### config.mk
export PLATFORM = sky130hd
export DESIGN_NAME = plrs_top
export DESIGN_NICKNAME = d
export VERILOG_FILES = /design/src/verilog/plrs_pkg.sv /design/src/verilog/plrs_req_if.sv /design/src/verilog/plrs_top.sv /design/src/verilog/plrs_req_rx.sv
export VERILOG_INCLUDE_DIRS = /design/src /design/src/verilog
export SDC_FILE = /design/constraint.sdc
export NUM_CORES = 1
export LEC_CHECK = 0
export BUFFER_PORTS_ARGS = -buffer_cell sky130_fd_sc_hd__buf_2
export CELL_PAD_IN_SITES_DETAIL_PLACEMENT = 1
export CELL_PAD_IN_SITES_GLOBAL_PLACEMENT = 1
export CORE_UTILIZATION = 43
export CTS_CLUSTER_DIAMETER = 50
export DETAILED_ROUTE_END_ITERATION = 12
export PLACE_DENSITY_LB_ADDON = 0.1
export SLEW_MARGIN = 20
export SYNTH_ARGS = -nofsm -noshare
export SYNTH_HDL_FRONTEND = slang
export SYNTH_SLANG_ARGS = --single-unit
### constraint.sdc
create_clock -name pclk -period 2.12 [get_ports pclk]
set_clock_uncertainty 0.15 [all_clocks]
set_input_delay 0.212 -clock pclk [delete_from_list [all_inputs] [get_ports pclk]]
set_output_delay 0.212 -clock pclk [all_outputs]
set_load 0.05 [all_outputs]
### src/verilog/plrs_consts.svh
/*
 * Constants of the phy-link request and status block: control line codes,
 * request type codes, request lengths, status beats and register offsets.
 * Assumes inclusion by bare name from every file that needs a number.
 */
`ifndef PLRS_CONSTS_SVH
`define PLRS_CONSTS_SVH

// ------------------------------------------------------------------
// Control line codes
// ------------------------------------------------------------------
`define PLRS_CTL_IDLE     2'h0
`define PLRS_CTL_STATUS   2'h1
`define PLRS_CTL_RECEIVE  2'h2
`define PLRS_CTL_TRANSMIT 2'h3

// ------------------------------------------------------------------
// Request types and request lengths in bits
// ------------------------------------------------------------------
`define PLRS_RT_IMM   3'h0
`define PLRS_RT_ISO   3'h1
`define PLRS_RT_PRI   3'h2
`define PLRS_RT_FAIR  3'h3
`define PLRS_RT_RD    3'h4
`define PLRS_RT_WR    3'h5
`define PLRS_LEN_BUS  5'h0b
`define PLRS_LEN_RD   5'h09
`define PLRS_LEN_WR   5'h11

// ------------------------------------------------------------------
// Status transfer: last beat index of short and full streams
// ------------------------------------------------------------------
`define PLRS_LAST_SHORT 3'h1
`define PLRS_LAST_FULL  3'h7

// ------------------------------------------------------------------
// APB register map and reset values
// ------------------------------------------------------------------
`define PLRS_OFF_CTRL    8'h00
`define PLRS_OFF_STAT    8'h04
`define PLRS_OFF_PHYREG  8'h40
`define PLRS_CTRL_RESET  2'h1
`define PLRS_CTRL_EN_BIT 0
`define PLRS_CTRL_CANCEL 1

`endif

### src/verilog/plrs_pkg.sv
/*
 * Types shared by the phy-link request and status block.
 * Assumes nothing of its surroundings.
 */
package plrs_pkg;

	// Interface owner and activity, one-hot
	typedef enum logic [6:0] {
		ST_IDLE   = 7'h01,  // Phy drives idle
		ST_RECV   = 7'h02,  // Phy forwards a packet
		ST_STATUS = 7'h04,  // Phy sends status
		ST_GAP    = 7'h08,  // Idle beat after status
		ST_GRANT  = 7'h10,  // Transmit code, one beat
		ST_GIDLE  = 7'h20,  // Idle beat before hand-over
		ST_LINK   = 7'h40   // Link owns the lines
	} plrs_state_t;

endpackage

### src/verilog/plrs_req_if.sv
/*
 * Carrier between the request receiver and the block core.
 * Assumes a single clock shared by both ends.
 */
`timescale 1ns/100ps

interface plrs_req_if;
	logic       busy;   // A request transfer is under way
	logic       done;   // One-cycle pulse: request framed correctly
	logic [2:0] rtype;  // Request type
	logic [3:0] addr;   // Register address
	logic [7:0] wdata;  // Register write data
	logic [3:0] prio;   // Request priority

	modport rx   (output busy, done, rtype, addr, wdata, prio);
	modport core (input  busy, done, rtype, addr, wdata, prio);
endinterface

### src/verilog/plrs_top.sv
/*
 * Phy side of the phy-link interface: bus request handling, register
 * read and write requests, and status transfers on the control and data
 * lines, with an APB slave for control and visibility.
 * Assumes the link shares pclk, the arbiter reports won and the serial
 * receiver reports packet activity synchronously to pclk.
 */
// Our own choices: the placing of the registers and the APB slave port.
`timescale 1ns/100ps
`include "plrs_consts.svh"

module plrs_top (
	input  wire logic        pclk,
	input  wire logic        presetn,
	// APB slave
	input  wire logic        psel,
	input  wire logic        penable,
	input  wire logic        pwrite,
	input  wire logic [7:0]  paddr,
	input  wire logic [31:0] pwdata,
	output logic [31:0]      prdata,
	output logic             pready,
	output logic             pslverr,
	// Phy-link pins
	input  wire logic        link_request_line,
	input  wire logic [1:0]  interface_control_lines_i,
	output logic [1:0]       interface_control_lines_o,
	output logic             interface_control_lines_oe,
	output logic             data_lane_zero_o,
	output logic             data_lane_one_o,
	output logic             data_lanes_oe,
	// Serial bus side of the phy
	input  wire logic        rx_active,
	input  wire logic [1:0]  rx_data,
	input  wire logic        arb_won,
	input  wire logic        evt_arb_reset_gap,
	input  wire logic        evt_subaction_gap,
	input  wire logic        evt_bus_reset,
	output logic             arb_request,
	output logic [2:0]       arb_type,
	output logic [3:0]       arb_prio,
	output logic             bus_take
);

	// ------------------------------------------------------------------
	// Declarations
	// ------------------------------------------------------------------
	plrs_req_if req ();                  // Parsed requests
	plrs_pkg::plrs_state_t state_q;      // Interface activity
	plrs_pkg::plrs_state_t state_d;
	logic [7:0]  phyreg_q [16];          // Phy registers
	logic [2:0]  flags_q;                // Pending status flags
	logic        rd_pend_q;              // Read answer owed
	logic [3:0]  rd_addr_q;              // Address to answer
	logic        req_pend_q;             // Bus request pending
	logic [2:0]  req_type_q;             // Pending request type
	logic [3:0]  req_prio_q;             // Pending request priority
	logic        rxdur_q;                // Receive seen during request
	logic [15:0] word_q;                 // Status stream snapshot
	logic [2:0]  beat_q;                 // Status beat index
	logic [2:0]  last_q;                 // Last beat of this transfer
	logic        full_q;                 // Full stream in flight
	logic [1:0]  rxd_q;                  // Registered receive data
	logic        lidle_q;                // Link drove one idle
	logic [1:0]  ctrl_q;                 // Control register
	logic        apb_wr;                 // APB write strobe
	logic        cancel;                 // Software cancels request
	logic        stat_want;              // Status waiting to go
	logic        stat_done;              // Status transfer completes
	logic        bus_type;               // Done request is a bus request

	// ------------------------------------------------------------------
	// Helpers
	// ------------------------------------------------------------------
	// Phy register window hit
	function automatic logic phy_hit(input logic [7:0] a);
		phy_hit = (a[7:6] == `PLRS_OFF_PHYREG >> 6) && (a[1:0] == 2'h0);
	endfunction

	// Status stream, bit 0 first; address and data most significant first
	function automatic logic [15:0] stat_word(input logic [2:0] fl,
		input logic [3:0] a, input logic [7:0] d, input logic full);
		stat_word = 16'h0000;
		stat_word[2:0] = fl;
		if (full)
		begin
			for (int i = 0; i < 4; i++)
				stat_word[4 + i] = a[3 - i];
			for (int i = 0; i < 8; i++)
				stat_word[8 + i] = d[7 - i];
		end
	endfunction

	// ------------------------------------------------------------------
	// Request receiver
	// ------------------------------------------------------------------
	plrs_req_rx u_req_rx (
		.pclk              (pclk),
		.presetn           (presetn),
		.link_request_line (link_request_line),
		.req               (req)
	);

	assign bus_type  = (req.rtype == `PLRS_RT_IMM) ||
		(req.rtype == `PLRS_RT_ISO) || (req.rtype == `PLRS_RT_PRI) ||
		(req.rtype == `PLRS_RT_FAIR);
	assign apb_wr    = psel && penable && pwrite;
	assign cancel    = apb_wr && (paddr == `PLRS_OFF_CTRL) &&
		pwdata[`PLRS_CTRL_CANCEL];
	assign stat_want = ctrl_q[`PLRS_CTRL_EN_BIT] &&
		((flags_q != 3'h0) || rd_pend_q);
	assign stat_done = (state_q == plrs_pkg::ST_STATUS) && !rx_active &&
		(beat_q == last_q);

	// ------------------------------------------------------------------
	// Interface state machine
	// ------------------------------------------------------------------
	// Next activity on the lines
	always_comb
	begin
		state_d = state_q;
		case (state_q)
			plrs_pkg::ST_IDLE:
				if (rx_active)
					state_d = plrs_pkg::ST_RECV;
				else if (req_pend_q && req_type_q == `PLRS_RT_IMM)
					state_d = plrs_pkg::ST_GRANT;
				else if (arb_won && req_pend_q)
					state_d = plrs_pkg::ST_GRANT;
				else if (stat_want)
					state_d = plrs_pkg::ST_STATUS;
			plrs_pkg::ST_RECV:
				if (!rx_active)
					state_d = (req_pend_q && req_type_q == `PLRS_RT_IMM) ?
						plrs_pkg::ST_GRANT : plrs_pkg::ST_IDLE;
			plrs_pkg::ST_STATUS:
				if (rx_active)
					state_d = plrs_pkg::ST_RECV;
				else if (beat_q == last_q)
					state_d = plrs_pkg::ST_GAP;
			plrs_pkg::ST_GAP:
				state_d = rx_active ? plrs_pkg::ST_RECV : plrs_pkg::ST_IDLE;
			plrs_pkg::ST_GRANT:
				state_d = plrs_pkg::ST_GIDLE;
			plrs_pkg::ST_GIDLE:
				state_d = plrs_pkg::ST_LINK;
			plrs_pkg::ST_LINK:
				// Second idle from the link: resume driving idle next beat
				if (lidle_q && interface_control_lines_i == `PLRS_CTL_IDLE)
					state_d = plrs_pkg::ST_IDLE;
			default:
				state_d = plrs_pkg::ST_IDLE;
		endcase
	end

	// State register
	always_ff @(posedge pclk or negedge presetn)
	begin
		if (!presetn)
			state_q <= plrs_pkg::ST_IDLE;
		else
			state_q <= state_d;
	end

	// Count idles driven by the link while it owns the lines
	always_ff @(posedge pclk or negedge presetn)
	begin
		if (!presetn)
			lidle_q <= 1'b0;
		else
			lidle_q <= (state_q == plrs_pkg::ST_LINK) &&
				(interface_control_lines_i == `PLRS_CTL_IDLE);
	end

	// ------------------------------------------------------------------
	// Bus requests
	// ------------------------------------------------------------------
	// Receive seen while a request is still being shifted in
	always_ff @(posedge pclk or negedge presetn)
	begin
		if (!presetn)
			rxdur_q <= 1'b0;
		else if (req.busy)
			rxdur_q <= rxdur_q || (state_q == plrs_pkg::ST_RECV);
		else
			rxdur_q <= 1'b0;
	end

	// Pending request: accept, lose, win
	always_ff @(posedge pclk or negedge presetn)
	begin
		if (!presetn)
		begin
			req_pend_q <= 1'b0;
			req_type_q <= `PLRS_RT_IMM;
			req_prio_q <= 4'h0;
		end
		else
		begin
			if (state_d == plrs_pkg::ST_GRANT &&
				state_q != plrs_pkg::ST_GRANT)
				req_pend_q <= 1'b0;
			else if (cancel)
				req_pend_q <= 1'b0;
			else if (state_d == plrs_pkg::ST_RECV &&
				state_q != plrs_pkg::ST_RECV &&
				(req_type_q == `PLRS_RT_PRI || req_type_q == `PLRS_RT_FAIR))
				req_pend_q <= 1'b0;
			else if (req.done && bus_type && !req_pend_q &&
				!((rxdur_q || state_q == plrs_pkg::ST_RECV) &&
				(req.rtype == `PLRS_RT_PRI || req.rtype == `PLRS_RT_FAIR)))
			begin
				req_pend_q <= 1'b1;
				req_type_q <= req.rtype;
				req_prio_q <= req.prio;
			end
		end
	end

	assign arb_request = req_pend_q && (req_type_q != `PLRS_RT_IMM);
	assign arb_type    = req_type_q;
	assign arb_prio    = req_prio_q;
	assign bus_take    = (state_q == plrs_pkg::ST_GRANT) &&
		(req_type_q == `PLRS_RT_IMM);

	// ------------------------------------------------------------------
	// Phy registers and read answers
	// ------------------------------------------------------------------
	// Link write requests win over APB writes
	always_ff @(posedge pclk or negedge presetn)
	begin
		if (!presetn)
		begin
			for (int i = 0; i < 16; i++)
				phyreg_q[i] <= 8'h00;
		end
		else if (req.done && req.rtype == `PLRS_RT_WR)
			phyreg_q[req.addr] <= req.wdata;
		else if (apb_wr && phy_hit(paddr))
			phyreg_q[paddr[5:2]] <= pwdata[7:0];
	end

	// Read owed until a full status transfer completes
	always_ff @(posedge pclk or negedge presetn)
	begin
		if (!presetn)
		begin
			rd_pend_q <= 1'b0;
			rd_addr_q <= 4'h0;
		end
		else if (req.done && req.rtype == `PLRS_RT_RD)
		begin
			rd_pend_q <= 1'b1;
			rd_addr_q <= req.addr;
		end
		else if (stat_done && full_q)
			rd_pend_q <= 1'b0;
	end

	// ------------------------------------------------------------------
	// Status flags and transfer
	// ------------------------------------------------------------------
	// Events set flags; only flags actually sent are cleared
	always_ff @(posedge pclk or negedge presetn)
	begin
		if (!presetn)
			flags_q <= 3'h0;
		else
			flags_q <= (stat_done ? (flags_q & ~word_q[2:0]) : flags_q) |
				{evt_bus_reset, evt_subaction_gap, evt_arb_reset_gap};
	end

	// Snapshot at start, step two bits per beat
	always_ff @(posedge pclk or negedge presetn)
	begin
		if (!presetn)
		begin
			word_q <= 16'h0000;
			beat_q <= 3'h0;
			last_q <= `PLRS_LAST_SHORT;
			full_q <= 1'b0;
		end
		else if (state_d == plrs_pkg::ST_STATUS &&
			state_q != plrs_pkg::ST_STATUS)
		begin
			word_q <= stat_word(flags_q, rd_addr_q, phyreg_q[rd_addr_q],
				rd_pend_q);
			beat_q <= 3'h0;
			full_q <= rd_pend_q;
			last_q <= rd_pend_q ? `PLRS_LAST_FULL : `PLRS_LAST_SHORT;
		end
		else if (state_q == plrs_pkg::ST_STATUS)
			beat_q <= beat_q + 3'h1;
	end

	// Receive data registered toward the link
	always_ff @(posedge pclk or negedge presetn)
	begin
		if (!presetn)
			rxd_q <= 2'h0;
		else
			rxd_q <= rx_data;
	end

	// ------------------------------------------------------------------
	// Line drivers
	// ------------------------------------------------------------------
	// Control code follows the activity; data from flip-flops
	always_comb
	begin
		interface_control_lines_o = `PLRS_CTL_IDLE;
		data_lane_zero_o          = 1'b0;
		data_lane_one_o           = 1'b0;
		case (state_q)
			plrs_pkg::ST_RECV:
			begin
				interface_control_lines_o = `PLRS_CTL_RECEIVE;
				data_lane_zero_o          = rxd_q[0];
				data_lane_one_o           = rxd_q[1];
			end
			plrs_pkg::ST_STATUS:
			begin
				interface_control_lines_o = `PLRS_CTL_STATUS;
				data_lane_zero_o = word_q[{beat_q, 1'b0}];
				data_lane_one_o  = word_q[{beat_q, 1'b1}];
			end
			plrs_pkg::ST_GRANT:
				interface_control_lines_o = `PLRS_CTL_TRANSMIT;
			default:
				interface_control_lines_o = `PLRS_CTL_IDLE;
		endcase
	end

	assign interface_control_lines_oe = (state_q != plrs_pkg::ST_LINK);
	assign data_lanes_oe              = (state_q != plrs_pkg::ST_LINK);

	// ------------------------------------------------------------------
	// APB slave, zero wait states
	// ------------------------------------------------------------------
	// Control register: status enable; cancel bit acts on write only
	always_ff @(posedge pclk or negedge presetn)
	begin
		if (!presetn)
			ctrl_q <= `PLRS_CTRL_RESET;
		else if (apb_wr && paddr == `PLRS_OFF_CTRL)
			ctrl_q <= {1'b0, pwdata[`PLRS_CTRL_EN_BIT]};
	end

	// Read mux and error on unmapped address
	always_comb
	begin
		prdata  = 32'h00000000;
		pslverr = 1'b0;
		if (paddr == `PLRS_OFF_CTRL)
			prdata = {30'h0, ctrl_q};
		else if (paddr == `PLRS_OFF_STAT)
			prdata = {12'h000, rd_pend_q, flags_q, req_prio_q, req_type_q,
				req_pend_q, 1'b0, state_q};
		else if (phy_hit(paddr))
			prdata = {24'h000000, phyreg_q[paddr[5:2]]};
		else
			pslverr = psel && penable;
	end

	assign pready = 1'b1;
endmodule

### src/verilog/plrs_req_rx.sv
/*
 * Serial request receiver: collects the bits on the link request line,
 * sizes the transfer from its type and checks the stop bit.
 * Assumes the line is sampled on pclk and idles low.
 */
`timescale 1ns/100ps
`include "plrs_consts.svh"

module plrs_req_rx (
	input  wire logic   pclk,
	input  wire logic   presetn,
	input  wire logic   link_request_line,
	plrs_req_if.rx      req
);

	logic [16:0] bits_q;  // Collected bits, index is bit number
	logic [4:0]  idx_q;   // Index of the next bit
	logic        act_q;   // Transfer under way
	logic        done_q;  // Completion pulse
	logic [2:0]  typ;     // Type from collected bits

	// ------------------------------------------------------------------
	// Length of a transfer from its type
	// ------------------------------------------------------------------
	function automatic logic [4:0] req_len(input logic [2:0] t);
		case (t)
			`PLRS_RT_RD: req_len = `PLRS_LEN_RD;
			`PLRS_RT_WR: req_len = `PLRS_LEN_WR;
			default:     req_len = `PLRS_LEN_BUS;
		endcase
	endfunction

	assign typ = {bits_q[1], bits_q[2], bits_q[3]};

	// Shift in bits; a start bit of one opens a transfer
	always_ff @(posedge pclk or negedge presetn)
	begin
		if (!presetn)
		begin
			bits_q <= 17'h00000;
			idx_q  <= 5'h00;
			act_q  <= 1'b0;
			done_q <= 1'b0;
		end
		else
		begin
			done_q <= 1'b0;
			if (!act_q)
			begin
				if (link_request_line)
				begin
					act_q     <= 1'b1;
					idx_q     <= 5'h01;
					bits_q    <= 17'h00001;
				end
			end
			else
			begin
				bits_q[idx_q] <= link_request_line;
				idx_q         <= idx_q + 5'h01;
				// Last bit: stop bit must be zero, else drop
				if (idx_q > 5'h03 && idx_q == req_len(typ) - 5'h01)
				begin
					act_q  <= 1'b0;
					done_q <= !link_request_line;
				end
			end
		end
	end

	// Fields are read from the collected bits, most significant first
	assign req.busy  = act_q;
	assign req.done  = done_q;
	assign req.rtype = typ;
	assign req.addr  = {bits_q[4], bits_q[5], bits_q[6], bits_q[7]};
	assign req.prio  = {bits_q[6], bits_q[7], bits_q[8], bits_q[9]};
	assign req.wdata = {bits_q[8], bits_q[9], bits_q[10], bits_q[11],
		bits_q[12], bits_q[13], bits_q[14], bits_q[15]};

endmodule

==> Yosys cells after proc, flatten, opt, wreduce, memory -nomap -nowiden <==
Index checks and enable logic that the tools add are counted.
{ "word_totals": {"ff_bits": 202, "inputBits": 55, "out_inout_bits": 49, "word_cells": 200} }
{ "op_classes": {"add_sub_neg": 3, "n_lt_le_gt_ge": 10, "eq_ne": 25, "n_mux": 64, "bitwise_logic": 9, "reduce_logical": 54} }
{ "op_table": {"columns": ["op", "n"], "rows": [
  ["bitwise mux 128 bit", 2],
  ["2-to-1 mux 128 bit", 2],
  ["binary-select mux 8 bit (select 4 bit)", 2],
  ["demux 8 bit (select 4 bit)", 2],
  ["2-to-1 mux 7 bit", 8],
  ["2-to-1 mux 8 bit", 7],
  ["case mux 7 bit (7 select lines)", 1],
  ["2-to-1 mux 20 bit", 2],
  ["2-to-1 mux 17 bit", 2],
  ["logical AND 1 bit", 30],
  ["2-to-1 mux 5 bit", 4],
  ["2-to-1 mux 1 bit", 18],
  ["bitwise mux 17 bit", 1],
  [">= comparator 5 bit, second input constant", 3],
  ["inverter 4 -> 5 bit", 3],
  ["== test 7 x 2 -> 1 bit, second input constant", 2],
  ["== test 7 x 3 -> 1 bit, second input constant", 2],
  ["== test 7 x 5 -> 1 bit, second input constant", 2],
  ["== test 3 x 2 -> 1 bit, second input constant", 4],
  ["2-to-1 mux 12 bit", 1],
  ["2-to-1 mux 3 bit", 4],
  ["less-than comparator 4 x 5 -> 1 bit, second input constant", 2],
  ["less-than comparator 5 x 1 -> 1 bit, second input constant", 2],
  ["case mux 5 bit (2 select lines)", 1],
  ["other kinds (38)", 58]
]} }

==> Longest topological paths before layout <==
Gate-level depths: netlist of run 1.
{ "depth": {"ltp_word": 14, "ltp_mapped": 8, "ltp_nobuf": 6} }

==> By module <==
A second synthesis of run 1 with hierarchy kept.
{ "unflattened": {"cells_unflattened": 1096, "hier_area_um2": 11780.0} }
{ "by_module_without_submodules": {"columns": ["module", "n_inst", "cells_each", "area_each_um2", "seq_area_each_um2"], "rows": [
  ["plrs_top", 1, 963, 10543.9, 4381.7],
  ["plrs_req_rx", 1, 133, 1236.2, 550.5]
]} }

==> Least setup slack after synthesis of run 1 <==
Ideal clock, no wire load.
{ "synth_path": {"kind": "reg-to-output", "start": "register state_q[2]", "end": "output data_lane_one_o", "arrival_ps": 2465, "required_ps": 1758, "setup_slack_ps": -707, "stages_incl_launch_ff": 5, "path_buffers": 1, "path_cell_list": "dfrtp_1 > clkbuf_1 > nor4b_1 > nand2_1 > o21ai_0"} }
{ "synth_between": {"elab_chain_cells": 2, "word_cells_on_any_way": 3, "classes_between": "2 x eq/ne; 1 x mux"} }
{ "synth_rtl": {"columns": ["item", "line_no", "rtl"], "rows": [
  ["start: declaration", "plrs_top.sv:49", "plrs_pkg::plrs_state_t state_q;"],
  ["start signal: assignment", "plrs_top.sv:160", "state_q <= plrs_pkg::ST_IDLE;"],
  ["start signal: assignment", "plrs_top.sv:162", "state_q <= state_d;"],
  ["== test 7 x 3 -> 1 bit / == test 7 x 2 -> 1 bit (equally long branches)", "plrs_top.sv:314", "case (state_q)"],
  ["case mux 1 bit (2 select lines) (*)", "plrs_top.sv:314", null],
  ["end: declaration", "plrs_top.sv:30", "output logic data_lane_one_o,"]
]} }
Mark *: on every way between the ends. The rest lies on a longest branch, timed or not.

==> Worst setup path in the final report of run 1 <==
{ "layout_path": {"start": "register phyreg_q[71] (netlist bit)", "end": "output prdata[7]"} }
{ "layout_between": {"elab_chain_cells": 6} }
{ "layout_rtl": {"columns": ["item", "line_no", "rtl"], "rows": [
  ["start: declaration", "plrs_top.sv:51", "logic [7:0] phyreg_q [16];"],
  ["start signal: indexed assignment", "plrs_top.sv:238", "phyreg_q[req.addr] <= req.wdata;"],
  ["start signal: indexed assignment", "plrs_top.sv:240", "phyreg_q[paddr[5:2]] <= pwdata[7:0];"],
  ["binary-select mux 8 bit (select 4 bit)", "plrs_top.sv:360", "prdata = {24'h000000, phyreg_q[paddr[5:2]]};"],
  ["2-to-1 mux 8 bit (not written as such) (2 in a row)", "plrs_top.sv:360", null],
  ["2-to-1 mux 8 bit", "plrs_top.sv:359", "else if (phy_hit(paddr))"],
  ["2-to-1 mux 20 bit", "plrs_top.sv:356", "else if (paddr == `PLRS_OFF_STAT)"],
  ["2-to-1 mux 20 bit", "plrs_top.sv:354", "if (paddr == `PLRS_OFF_CTRL)"],
  ["end: declaration", "plrs_top.sv:21", "output logic [31:0] prdata,"]
]} }
Every way passes these cells. The select of a mux whose other input is x is not followed.

==> results of run 1 <==
==> per-stage QoR <==
stage / std cells / util [%]
after floorplan: 1155 / -
after global placement: 1668 / 53.0
after detailed placement: 1668 / 53.1
after CTS: 1726 / 57.7
after global routing: 1770 / 61.1
final: 1770 / 61.1
==> Yosys cell counts (4+ instances only) <==
master / count / share of area, %
sky130_fd_sc_hd__mux4_2: 67 / 13
sky130_fd_sc_hd__nor4_2: 7 / 0.76
sky130_fd_sc_hd__nand3_1: 27 / 1.2
sky130_fd_sc_hd__a21o_1: 12 / 0.78
sky130_fd_sc_hd__o22ai_1: 7 / 0.38
sky130_fd_sc_hd__nor2_1: 27 / 0.87
sky130_fd_sc_hd__a31oi_1: 5 / 0.27
sky130_fd_sc_hd__a22oi_1: 144 / 9.3
sky130_fd_sc_hd__a22o_1: 12 / 0.91
sky130_fd_sc_hd__and4b_1: 4 / 0.35
sky130_fd_sc_hd__o21ai_0: 37 / 1.6
sky130_fd_sc_hd__nor3b_1: 4 / 0.26
sky130_fd_sc_hd__nor3_2: 9 / 0.78
sky130_fd_sc_hd__mux2_2: 8 / 0.78
sky130_fd_sc_hd__nand2b_1: 7 / 0.38
sky130_fd_sc_hd__inv_1: 9 / 0.29
sky130_fd_sc_hd__dfrtp_1: 195 / 42
sky130_fd_sc_hd__mux2i_1: 20 / 1.7
sky130_fd_sc_hd__o2bb2ai_1: 16 / 1.2
sky130_fd_sc_hd__buf_2: 17 / 0.73
sky130_fd_sc_hd__o21ai_1: 6 / 0.26
sky130_fd_sc_hd__ha_1: 5 / 0.54
sky130_fd_sc_hd__nor2b_1: 10 / 0.54
sky130_fd_sc_hd__buf_4: 14 / 0.91
sky130_fd_sc_hd__buf_1: 16 / 0.52
sky130_fd_sc_hd__o211a_1: 5 / 0.43
sky130_fd_sc_hd__mux2_4: 6 / 0.78
sky130_fd_sc_hd__clkbuf_1: 70 / 2.3
sky130_fd_sc_hd__a21oi_1: 39 / 1.7
sky130_fd_sc_hd__nor4b_1: 4 / 0.30
sky130_fd_sc_hd__nand2_1: 239 / 7.7
sky130_fd_sc_hd__and2_1: 16 / 0.86
sky130_fd_sc_hd__nor3_1: 31 / 1.3
==> power by group through the flow <==
stage	Sequential, mW	Clock (mW)	Combinational (mW)
after CTS	4.41	3.33	3.25
after global placement	4.46	0	2.97
after floorplan	4.39	0	1.83
after detailed placement	4.48	0	3.05
after global routing	4.48	3.46	3.97
final	4.45	3.33	3.81
==> timing repair <==
item                                    4_1_cts  5_1_grt
hold buffers                                 10        0
buffers inserted                             20       39
resized for setup                           114      114
endpoints found under the hold margin        57        0
endpoints found under the setup margin      122      137
gates cloned                                  0        5
pin swaps                                    17       47
==> critical path: stages, from the launching register on <==
cell and delay (ns):
sky130_fd_sc_hd__dfrtp_1 0.43, sky130_fd_sc_hd__mux4_2 0.50, sky130_fd_sc_hd__mux4_2 0.58, sky130_fd_sc_hd__nor2b_4 0.17, sky130_fd_sc_hd__buf_6 0.15
==> area by class of cell <==
cell class | count | area, sq um | area share (%)
inverter | 10 | 37.5 | 0.234
timing repair buffer | 365 | 3240 | 20.2
tap | 335 | 419 | 2.61
sequential | 197 | 4940 | 30.8
clock inverter | 14 | 140 | 0.873
clock buffer | 18 | 429 | 2.67
multi-input combinational | 831 | 6830 | 42.6
==> sequential cells by signal, summed over array words and instances, names as in the netlist, 2 cells and up <==
signal,flops
state_q,7
rd_addr_q,4
arb_prio,4
rxd_q,2
arb_type,3
beat_q,3
phyreg_q,128
u_req_rx.idx_q,5
flags_q,3
word_q,15
u_req_rx.bits_q,15
==> layer usage <==
layer / vias to the layer above / GRT usage (%) / share of wire (%)
met5: - / 0 / 0
li1: 4790 / - / -
met4: 0 / 17.1 / 5.8
met3: 223 / 8.13 / 8.9
met1: 6135 / 47.9 / 38
met2: 781 / 60.0 / 47
==> cells by family (layout without fill, tap and decap cells) <==
family | after synthesis | in the layout | synth area share, %
AOI/OAI and AO/OA | 300 | 300 | 18.2
xor gates and xnor gates | 5 | 5 | 0.378
adders and majority gates | 5 | 5 | 0.540
buffers and inverters | 128 | 407 | 4.85
DFF | 197 | 197 | 42.6
muxes | 101 | 101 | 16.3
other | 2 | 13 | 0.0648
and+or+nand+nor | 406 | 407 | 17.1
==> final timing paths <==
path / end / slack (ns) / cells after the start
max: prdata[7] / -0.54 / 4
min: phyreg_q[69] / 0.06 / 3
max reg2reg: arb_type[1] / -0.41 / 8
min reg2reg: word_q[5] / 0.33 / 2
max in group asynchronous: phyreg_q[87] / 1.00 / 3
min in group asynchronous: u_req_rx.bits_q[15] / 0.18 / 2
==> reports/qor.json, run 1 <==
{
  "hold_path_class": "input pin to flip-flop",
  "yosysWarningCount": 0,
  "setup_ws_ns": -0.535,
  "initial_core_utilization_pct": 44.1,
  "layout_commonest_cell": "sky130_fd_sc_hd__buf_4",
  "fillCellCount": 2793,
  "slew_violations": 0,
  "design_area_sq_um": 16000,
  "placed_instance_area_sq_um": 13900,
  "cts_buffer_depth": 2,
  "violations": "DRC, setup timing",
  "syn_area_per_cell_sq_um": 10.1,
  "grt.overflow.total": 0,
  "result_of_the_run": "finished with violations",
  "tritoncts": "done",
  "cts_inserted_buffers": 17,
  "comb_power_share_pct": 32.9,
  "worst-slew-pin-transition_ns": 0.911,
  "grt_antenna_before_repair": 0,
  "count_of_final_hold_check_violations": 0,
  "remaining_drc_errors": 13,
  "grt_max_degree": 63,
  "finalNetCount": 1482,
  "crit_path_end_kind": "primary output",
  "design.core.area_sq_um": 26300,
  "grt_setup_unrepaired": "yes",
  "fp.dieH_um": 166,
  "total_power_mw": 11.6,
  "ioPinCount": 104,
  "timing.critical_path.fanout_max": 2,
  "clock_tree.root_cell": "sky130_fd_sc_hd__clkbuf_16",
  "total_leakage_power_nw": 7.32,
  "clock_sink_count": 197,
  "dieWidth_um": 166,
  "final.min_clock_period_ns": 2.66,
  "synth.distinct_cells": 68,
  "route.final.wire_length_um": 54100,
  "iteration_0_drc_count_of_the_detailed_router": 1345,
  "maxCapViolations": 0,
  "min_from": "pwdata[5]",
  "rr_startpoint": "state_q[3]",
  "detail_route.vias_per_cell": 6.74,
  "worstSkewPairLatency_ns": 0.46,
  "global_route_wire_length_before_repair_um": 76300,
  "ctsHtreeMaxLevel": 4,
  "vias": 11900,
  "tns_ns": -8.54,
  "dieArea_sq_um": 27600,
  "ys.flop_type": "sky130_fd_sc_hd__dfrtp_1",
  "synth_enable_flop_cells": 0,
  "ir_drop_mv": 0.574,
  "crit_start": "phyreg_q[71]",
  "gate_count_after_technology_mapping": 1144,
  "gp_congestion": 0.981,
  "antenna_cells_inserted": 0,
  "power.density_cell_area_nw_per_um2": 723,
  "asyncSetResetFlopFracSynth_pct": 100,
  "arrival_time_at_the_worst_endpoint_ns": 2.29,
  "drt_first_pass_iters": 13,
  "post-route-period-util_pct": 125,
  "grtUsageTotal_pct": 37.2,
  "p_sw_mw": 4.48,
  "clock_pin_slew_of_the_registers_on_the_worst_case_setup_and_hold_paths_ns": 0.09,
  "worst_endpoint_required_time_ns": 1.76,
  "std_cell_rows": 59,
  "mostFrequentLayoutCells": "sky130_fd_sc_hd__buf_4 (245), sky130_fd_sc_hd__nand2_1 (232), sky130_fd_sc_hd__dfrtp_1 (187), sky130_fd_sc_hd__a22oi_1 (111), sky130_fd_sc_hd__mux4_2 (67)",
  "place_ws_ns": -0.408,
  "relSlewSlack_pct": 39.2,
  "avgRoutedWirePerCell_um": 30.6,
  "cp-start-kind": "flip-flop",
  "maxClockFrequency_ghz": 0.377,
  "finalHoldWorstSlack_ns": 0.0590,
  "seq_power_share_pct": 38.4,
  "port_buffers": 66,
  "dp.final_hpwl_um": 33900,
  "syn-cell-area_sq_um": 11600,
  "finalSetupViolations": 62,
  "internal_power_mw": 7.12,
  "ys_seq_area_share_pct": 42.6,
  "detail-route-antenna-nets": 0,
  "post_route_cells_drive_above_1_share_pct": 43.1,
  "timing_worst_setup_path_type": "flip-flop to primary output",
  "flow.area_growth_from_synthesis_pct": 38.5,
  "via_count_of_the_first_global_routing_pass": 11700,
  "synth-seq-cells": 197,
  "share_clk_of_total_power_pct": 28.7,
  "switching_share_pct": 38.6
}
(Power assumes the default switching activity.)
==> inputs of run 2 (changes only) <==
--- a/config.mk
+++ b/config.mk
@@ -9,7 +9,7 @@
 export BUFFER_PORTS_ARGS = -buffer_cell sky130_fd_sc_hd__buf_2
 export CELL_PAD_IN_SITES_DETAIL_PLACEMENT = 1
 export CELL_PAD_IN_SITES_GLOBAL_PLACEMENT = 1
-export CORE_UTILIZATION = 43
+export CORE_UTILIZATION = 40
 export CTS_CLUSTER_DIAMETER = 50
 export DETAILED_ROUTE_END_ITERATION = 12
 export PLACE_DENSITY_LB_ADDON = 0.1
@@ -17,3 +17,4 @@
 export SYNTH_ARGS = -nofsm -noshare
 export SYNTH_HDL_FRONTEND = slang
 export SYNTH_SLANG_ARGS = --single-unit
+export TNS_END_PERCENT = 30
==> reports/qor.json, run 2 (synthesis gave the netlist of run 1 again) <==
{
  "maxClockFrequency": {"value": 0.385, "unit": "GHz", "change": "+2.3%"},
  "post_route_cells_drive_above_1_share": {"value": 40.9, "unit": "%", "change": "-2.1 points"},
  "largestRegisters": "phyreg_q (128), u_req_rx.bits_q (15), word_q (15)",
  "mostFrequentLayoutCells": "sky130_fd_sc_hd__nand2_1 (227), sky130_fd_sc_hd__buf_4 (220), sky130_fd_sc_hd__dfrtp_1 (186), sky130_fd_sc_hd__a22oi_1 (121), sky130_fd_sc_hd__mux4_2 (67)",
  "iteration_0_drc_count_of_the_detailed_router": {"value": 995, "change": "-26%"},
  "cts_buffer_depth": {"value": 2, "change": "unchanged"},
  "detail_route.vias_per_cell": {"value": 6.21, "change": "-7.8%"},
  "total_power": {"value": 11.6, "unit": "mW", "change": "-0.21%"},
  "relSlewSlack": {"value": 29.9, "unit": "%", "change": "-9.3 points"},
  "timing.critical_path.fanout_max": {"value": 2, "change": "unchanged"},
  "violations": "setup timing",
  "registers.top_by_ff_count": "phyreg_q",
  "flow.area_growth_from_synthesis_pct": 36.8,
  "layout_commonest_cell": "sky130_fd_sc_hd__nand2_1",
  "gp_congestion": {"value": 0.894, "change": "-8.9%"},
  "cp.buffers_inverters": {"value": 1, "change": "unchanged"},
  "via_count_of_the_first_global_routing_pass": {"value": 11500, "change": "-2.1%"},
  "rr_startpoint": "state_q[0]",
  "maxCapViolations": {"value": 0, "change": "unchanged"},
  "count_of_final_hold_check_violations": {"value": 0, "change": "unchanged"},
  "clock_tree.root_cell": "sky130_fd_sc_hd__clkbuf_16",
  "remaining_drc_errors": {"value": 0, "change": "-13"},
  "rr_endpoint": "state_q[0]",
  "ctsHtreeMaxLevel": {"value": 4, "change": "unchanged"},
  "detail-route-antenna-nets": {"value": 0, "change": "unchanged"},
  "hold_end": "arb_type[2]",
  "arrival_time_at_the_worst_endpoint": {"value": 2.23, "unit": "ns", "change": "-0.06 ns"},
  "cts_inserted_buffers": {"value": 17, "change": "unchanged"},
  "vias": {"value": 11100, "change": "-6.6%"},
  "route.final.wire_length": {"value": 48900, "unit": "um", "change": "-9.5%"},
  "max_stage_delay": {"value": 0.53, "unit": "ns", "change": "-0.05 ns"},
  "worst_endpoint_required_time": {"value": 1.76, "unit": "ns", "change": "about the same"},
  "fp.dieH": {"value": 172, "unit": "um", "change": "+3.6%"},
  "dp.final_hpwl": {"value": 33000, "unit": "um", "change": "-2.7%"},
  "grt_setup_unrepaired": "yes",
  "placed_instance_area": {"value": 14000, "unit": "sq um", "change": "+0.12%"},
  "design_area": {"value": 15900, "unit": "sq um", "change": "-1.2%"},
  "number_of_flip_flops_in_the_largest_register": {"value": 128, "change": "unchanged"},
  "global_route_wire_length_before_repair": {"value": 71600, "unit": "um", "change": "-6.1%"},
  "ioPinCount": {"value": 104, "change": "unchanged"},
  "dieWidth": {"value": 172, "unit": "um", "change": "+3.6%"},
  "port_buffers": {"value": 66, "change": "unchanged"},
  "grt_max_degree": {"value": 55, "change": "-13%"},
  "antenna_cells_inserted": {"value": 0, "change": "unchanged"},
  "dieArea": {"value": 29700, "unit": "sq um", "change": "+7.4%"},
  "finalSetupViolations": {"value": 29, "change": "-53%"},
  "initial_core_utilization": {"value": 41.1, "unit": "%", "change": "-2.9 points"},
  "regToRegSetupSlack": {"value": -0.11, "unit": "ns", "change": "+0.30 ns"},
  "std_cell_rows": {"value": 61, "change": "+3.4%"},
  "clock_sink_count": {"value": 197, "change": "unchanged"},
  "worst-slew-pin-transition": {"value": 1.05, "unit": "ns", "change": "+0.139 ns"},
  "grtUsageTotal": {"value": 33.5, "unit": "%", "change": "-3.7 points"},
  "avgRoutedWirePerCell": {"value": 27.3, "unit": "um", "change": "-11%"},
  "power.density_cell_area": {"value": 730, "unit": "nW/um^2", "change": "+1.0%"},
  "crit_path_end_kind": "primary output",
  "total_leakage_power": {"value": 7.19, "unit": "nW", "change": "-1.7%"},
  "critical_path.top_delay_family": "multiplexers",
  "place_inst": {"value": 1710, "change": "+2.5%"},
  "critical-path-slowest-cell": "sky130_fd_sc_hd__mux4_2",
  "setup_ws": {"value": -0.476, "unit": "ns", "change": "+0.0594 ns"},
  "tritoncts": "done",
  "grt_antenna_before_repair": {"value": 1, "change": "+1"},
  "ff2ff_path_depth": {"value": 8, "change": "unchanged"},
  "slew_violations": {"value": 0, "change": "unchanged"},
  "min_from": "paddr[4]",
  "drt_first_pass_iters": {"value": 8, "change": "-5"},
  "crit_chain": "mux4_2 > mux4_2 > nor2b_4 > buf_6",
  "hold_path_class": "input pin to flip-flop",
  "result_of_the_run": "finished with violations",
  "ir_drop": {"value": 0.594, "unit": "mV", "change": "+3.4%"},
  "grt.overflow.total": {"value": 0, "change": "unchanged"},
  "hold-path-cell-count": {"value": 4, "change": "+1"},
  "cp-start-kind": "flip-flop",
  "timing_worst_setup_path_type": "flip-flop to primary output",
  "final.min_clock_period": {"value": 2.60, "unit": "ns", "change": "-0.0594 ns"},
  "instances_no_fill": {"value": 1793, "change": "+1.3%"},
  "design.core.area": {"value": 28200, "unit": "sq um", "change": "+7.2%"},
  "finalNetCount": {"value": 1462, "change": "-1.3%"},
  "worstSkewPairLatency": {"value": 0.46, "unit": "ns", "change": "about the same"},
  "post-route-period-util": {"value": 122, "unit": "%", "change": "-2.8 points"},
  "clock_pin_slew_of_the_registers_on_the_worst_case_setup_and_hold_paths": {"value": 0.07, "unit": "ns", "change": "-0.02 ns"},
  "worst_path_most_repeated_cell": "sky130_fd_sc_hd__mux4_2"
}
run 2: cell count changes in the layout (fill, tap and decap cells not counted), sizes merged:
cell and delta:
buf -14, nor2 -1, clkinv -5, inv +1
bufinv +3, clkbuf -4
run 2: timing repair:
item                                    4_1_cts  5_1_grt
endpoints found under the setup margin      117      113
setup buffers                                27       13
gates resized for setup                     130       68
cloned                                        1        0
pin swaps                                    27       20
hold buffers                                 10        0
hold endpoints to repair                     85        0
run 2: worst reg2reg max path, delay by kind of cell, from the launching register on:
family / cells / cell delay (ns)
and+or+nand+nor: 2 / 0.61
buffers and inverters: 4 / 0.54
AOI/OAI and AO/OA: 2 / 0.47
DFF: 1 / 0.39
run 2: area by class of cell:
type / instances / area (sq um)
fillers: 3032 / 12300
inverters: 10 / 37.5
multi-input cells: 830 / 6690
flip-flops and latches: 197 / 4940
well taps: 378 / 473
clock buffers: 19 / 453
clock inverters: 13 / 183
repair buffers: 346 / 3070
run 2: worst max path at each step:
stage	start	to	slack [ns]	cells past startpoint
after floorplan	state_q[0]	bus_take	-0.18	4
final	phyreg_q[39]	prdata[7]	-0.48	4
after detailed placement	paddr[7]	prdata[2]	-0.29	7
after global routing	phyreg_q[39]	prdata[7]	-0.49	4
after CTS	phyreg_q[39]	prdata[7]	-0.46	4
after global placement	paddr[7]	prdata[2]	-0.26	7
run 2: metal layers:
| layer | GRT usage, % | part of all wire (%) |
|---|---|---|
| met5 | 0 | 0 |
| met4 | 14.3 | 3.8 |
| met3 | 5.15 | 5.9 |
| met2 | 55.7 | 49 |
| met1 | 43.3 | 41 |
run 2: stage by stage:
stage	util [%]	TNS (ns)	hold WS (ns)	setup WS, ns
4_1_cts	54.8	-4.46	0.0322	-0.456
3_5_place_dp	49.6	-20.06	0.0553	-0.287
3_3_place_gp	49.6	-13.86	0.0535	-0.257
6_report	56.3	-5.19	0.0520	-0.476
5_1_grt	56.3	-7.21	0.0555	-0.489
2_1_floorplan	-	-2.65	-0.234	-0.180
run 2: where the power goes:
group	switching (mW)	internal, mW
clock network	1.66	1.97
logic	2.03	1.42
registers	0.443	4.04
total	4.14	7.43
==> inputs of run 3 (changes only) <==
--- a/config.mk
+++ b/config.mk
@@ -13,7 +13,7 @@
 export CTS_CLUSTER_DIAMETER = 50
 export DETAILED_ROUTE_END_ITERATION = 12
 export PLACE_DENSITY_LB_ADDON = 0.1
-export SLEW_MARGIN = 20
+export SLEW_MARGIN = 30
 export SYNTH_ARGS = -nofsm -noshare
 export SYNTH_HDL_FRONTEND = slang
 export SYNTH_SLANG_ARGS = --single-unit
==> constraint.sdc (replaced) <==
create_clock -name pclk -period 2.2 [get_ports pclk]
set_clock_uncertainty 0.15 [all_clocks]
set_input_delay 0.22 -clock pclk [delete_from_list [all_inputs] [get_ports pclk]]
set_output_delay 0.22 -clock pclk [all_outputs]
set_load 0.05 [all_outputs]
==> reports/qor.json, run 3 (synthesis gave the netlist of run 1 again) <==
{
  "hold_path_class": "input pin to flip-flop",
  "timing.critical_path.fanout_max": {"value": 2, "change": "unchanged"},
  "grtUsageTotal": {"value": 32.0, "unit": "%", "change": "-1.4 points"},
  "ctsHtreeMaxLevel": {"value": 4, "change": "unchanged"},
  "remaining_drc_errors": {"value": 0, "change": "unchanged"},
  "design.core.area": {"value": 28200, "unit": "sq um", "change": "unchanged"},
  "violations": "setup timing",
  "vias": {"value": 10700, "change": "-3.5%"},
  "final.min_clock_period_ns": 2.57,
  "clock_tree.root_cell": "sky130_fd_sc_hd__clkbuf_16",
  "count_of_final_hold_check_violations": {"value": 0, "change": "unchanged"},
  "area.sequential": {"value": 4940, "unit": "sq um", "change": "-0.13%"},
  "ir_drop": {"value": 0.528, "unit": "mV", "change": "-11%"},
  "post_route_cells_drive_above_1_share": {"value": 36.4, "unit": "%", "change": "-4.5 points"},
  "globalRouteMet2Util": {"value": 50.7, "unit": "%", "change": "-5.0 points"},
  "via_count_of_the_first_global_routing_pass": {"value": 10900, "change": "-4.8%"},
  "worst-slew-pin-transition": {"value": 0.663, "unit": "ns", "change": "-0.387 ns"},
  "initial_core_utilization": {"value": 41.1, "unit": "%", "change": "unchanged"},
  "dieWidth": {"value": 172, "unit": "um", "change": "unchanged"},
  "place_inst": {"value": 1649, "change": "-3.6%"},
  "global_route.peak_usage_layer": "met2",
  "clock_pin_slew_of_the_registers_on_the_worst_case_setup_and_hold_paths": {"value": 0.09, "unit": "ns", "change": "+0.02 ns"},
  "post-route-period-util_pct": 117,
  "detail-route-antenna-nets": {"value": 0, "change": "unchanged"},
  "registers.top_by_ff_count": "phyreg_q",
  "cts_inserted_buffers": {"value": 17, "change": "unchanged"},
  "tritoncts": "done",
  "gr-usage-met3": {"value": 6.13, "unit": "%", "change": "+0.98 points"},
  "dp.final_hpwl": {"value": 31400, "unit": "um", "change": "-4.6%"},
  "slew_violations": {"value": 0, "change": "unchanged"},
  "layout_commonest_cell": "sky130_fd_sc_hd__nand2_1",
  "iteration_0_drc_count_of_the_detailed_router": {"value": 1016, "change": "+2.1%"},
  "finalHoldWorstSlack": {"value": 0.0526, "unit": "ns", "change": "+0.000608 ns"},
  "number_of_flip_flops_in_the_largest_register": {"value": 128, "change": "unchanged"},
  "relSlewSlack": {"value": 55.5, "unit": "%", "change": "+26 points"},
  "dieArea": {"value": 29700, "unit": "sq um", "change": "unchanged"},
  "grt_max_degree": {"value": 60, "change": "+9.1%"},
  "std_cell_rows": {"value": 61, "change": "unchanged"},
  "result_of_the_run": "finished with violations",
  "grt.overflow.total": {"value": 0, "change": "unchanged"},
  "power.density_cell_area": {"value": 696, "unit": "nW/um^2", "change": "-4.6%"},
  "fp.dieH": {"value": 172, "unit": "um", "change": "unchanged"},
  "drt_first_pass_iters": {"value": 7, "change": "-1"},
  "detail_route.vias_per_cell": {"value": 6.16, "change": "-0.81%"},
  "worstSkewPairLatency": {"value": 0.47, "unit": "ns", "change": "about the same"},
  "flow.area_growth_from_synthesis_pct": 30.2,
  "global_route.usage.met1": {"value": 43.1, "unit": "%", "change": "-0.14 points"},
  "largestRegisters": "phyreg_q (128), u_req_rx.bits_q (15), word_q (15)",
  "grt_antenna_before_repair": {"value": 1, "change": "unchanged"},
  "crit_path_end_kind": "primary output",
  "timing_worst_setup_path_type": "flip-flop to primary output",
  "finalNetCount": {"value": 1412, "change": "-3.4%"},
  "total_power": {"value": 10.5, "unit": "mW", "change": "-9.2%"},
  "ioPinCount": {"value": 104, "change": "unchanged"},
  "fillCellCount": {"value": 3048, "change": "+0.53%"},
  "final_util": {"value": 53.6, "unit": "%", "change": "-2.7 points"},
  "finalSetupViolations": {"value": 11, "change": "-62%"},
  "avgRoutedWirePerCell": {"value": 26.3, "unit": "um", "change": "-3.7%"},
  "mostFrequentLayoutCells": "sky130_fd_sc_hd__nand2_1 (235), sky130_fd_sc_hd__buf_4 (195), sky130_fd_sc_hd__dfrtp_1 (191), sky130_fd_sc_hd__a22oi_1 (137), sky130_fd_sc_hd__mux4_2 (67)",
  "route.final.wire_length": {"value": 45900, "unit": "um", "change": "-6.3%"},
  "gp_congestion": {"value": 0.907, "change": "+1.4%"},
  "total_leakage_power": {"value": 6.86, "unit": "nW", "change": "-4.7%"},
  "multiInputGateArea": {"value": 6550, "unit": "sq um", "change": "-2.2%"},
  "maxCapViolations": {"value": 0, "change": "unchanged"},
  "setup_ws": {"value": -0.370, "unit": "ns", "change": "+0.105 ns"},
  "clock_sink_count": {"value": 197, "change": "unchanged"},
  "cts_buffer_depth": {"value": 2, "change": "unchanged"},
  "place_ws": {"value": -0.204, "unit": "ns", "change": "+0.0830 ns"},
  "maxClockFrequency_ghz": 0.389,
  "grt_setup_unrepaired": "yes",
  "port_buffers": {"value": 66, "change": "unchanged"},
  "instances_no_fill": {"value": 1744, "change": "-2.7%"},
  "worst_endpoint_required_time": {"value": 1.83, "unit": "ns", "change": "+0.07 ns"},
  "arrival_time_at_the_worst_endpoint": {"value": 2.20, "unit": "ns", "change": "-0.03 ns"},
  "global_route_wire_length_before_repair": {"value": 68900, "unit": "um", "change": "-3.8%"},
  "cp-start-kind": "flip-flop"
}
-- run 3: final timing paths --
check | startpoint | to | slack [ns] | cells past startpoint
worst min-delay path | pwdata[5] | phyreg_q[69] | 0.05 | 3
worst max-delay path | phyreg_q[15] | prdata[7] | -0.37 | 4
worst min register to register | word_q[6] | word_q[6] | 0.34 | 2
min in group asynchronous | presetn | phyreg_q[118] | 0.14 | 2
worst max register to register | u_req_rx.bits_q[2] | phyreg_q[46] | 0.05 | 8
max in group asynchronous | presetn | phyreg_q[11] | 1.06 | 3
-- run 3: power breakdown --
part	switching, mW	internal, mW
registers	0.399	3.89
clock network	1.67	1.50
logic	1.85	1.19
total	3.93	6.58
-- run 3: repair_timing --
action,in CTS,in global routing
resized for setup,83,51
hold buffers,10,0
cloned,0,1
buffers inserted,34,18
endpoints found under the hold margin,165,0
endpoints found under the setup margin,90,87
pin swaps,9,8
-- run 3: metal layers --
layer / wire, um / vias up
met5: 0 / -
met4: 1600 / 0
met3: 3040 / 77
met2: 21500 / 443
met1: 19700 / 5588
li1: - / 4639
-- run 3: layout make-up --
class                           count  area share [%]
Multi-Input combinational cell    830            43.4
Sequential cell                   197            32.7
Timing Repair Buffer              296            16.7
Tap cell                          378            3.13
Clock buffer                       17            2.82
Clock inverter                     15           0.945
Inverter                           10           0.249
Antenna cell                        1          0.0166
-- run 3: per-stage QoR --
stage	TNS, ns	cell area, sq um
after floorplan	-1.17	11700
after global placement	-5.74	13500
after detailed placement	-8.72	13500
after CTS	-2.99	14700
after global routing	-3.69	15100
final	-2.98	15100
-- run 3: critical path, cell delays in order, from the launching register on --
cell	delay, ns
sky130_fd_sc_hd__dfrtp_1	0.41
sky130_fd_sc_hd__mux4_2	0.52
sky130_fd_sc_hd__mux4_2	0.51
sky130_fd_sc_hd__nor2b_4	0.15
sky130_fd_sc_hd__buf_6	0.15
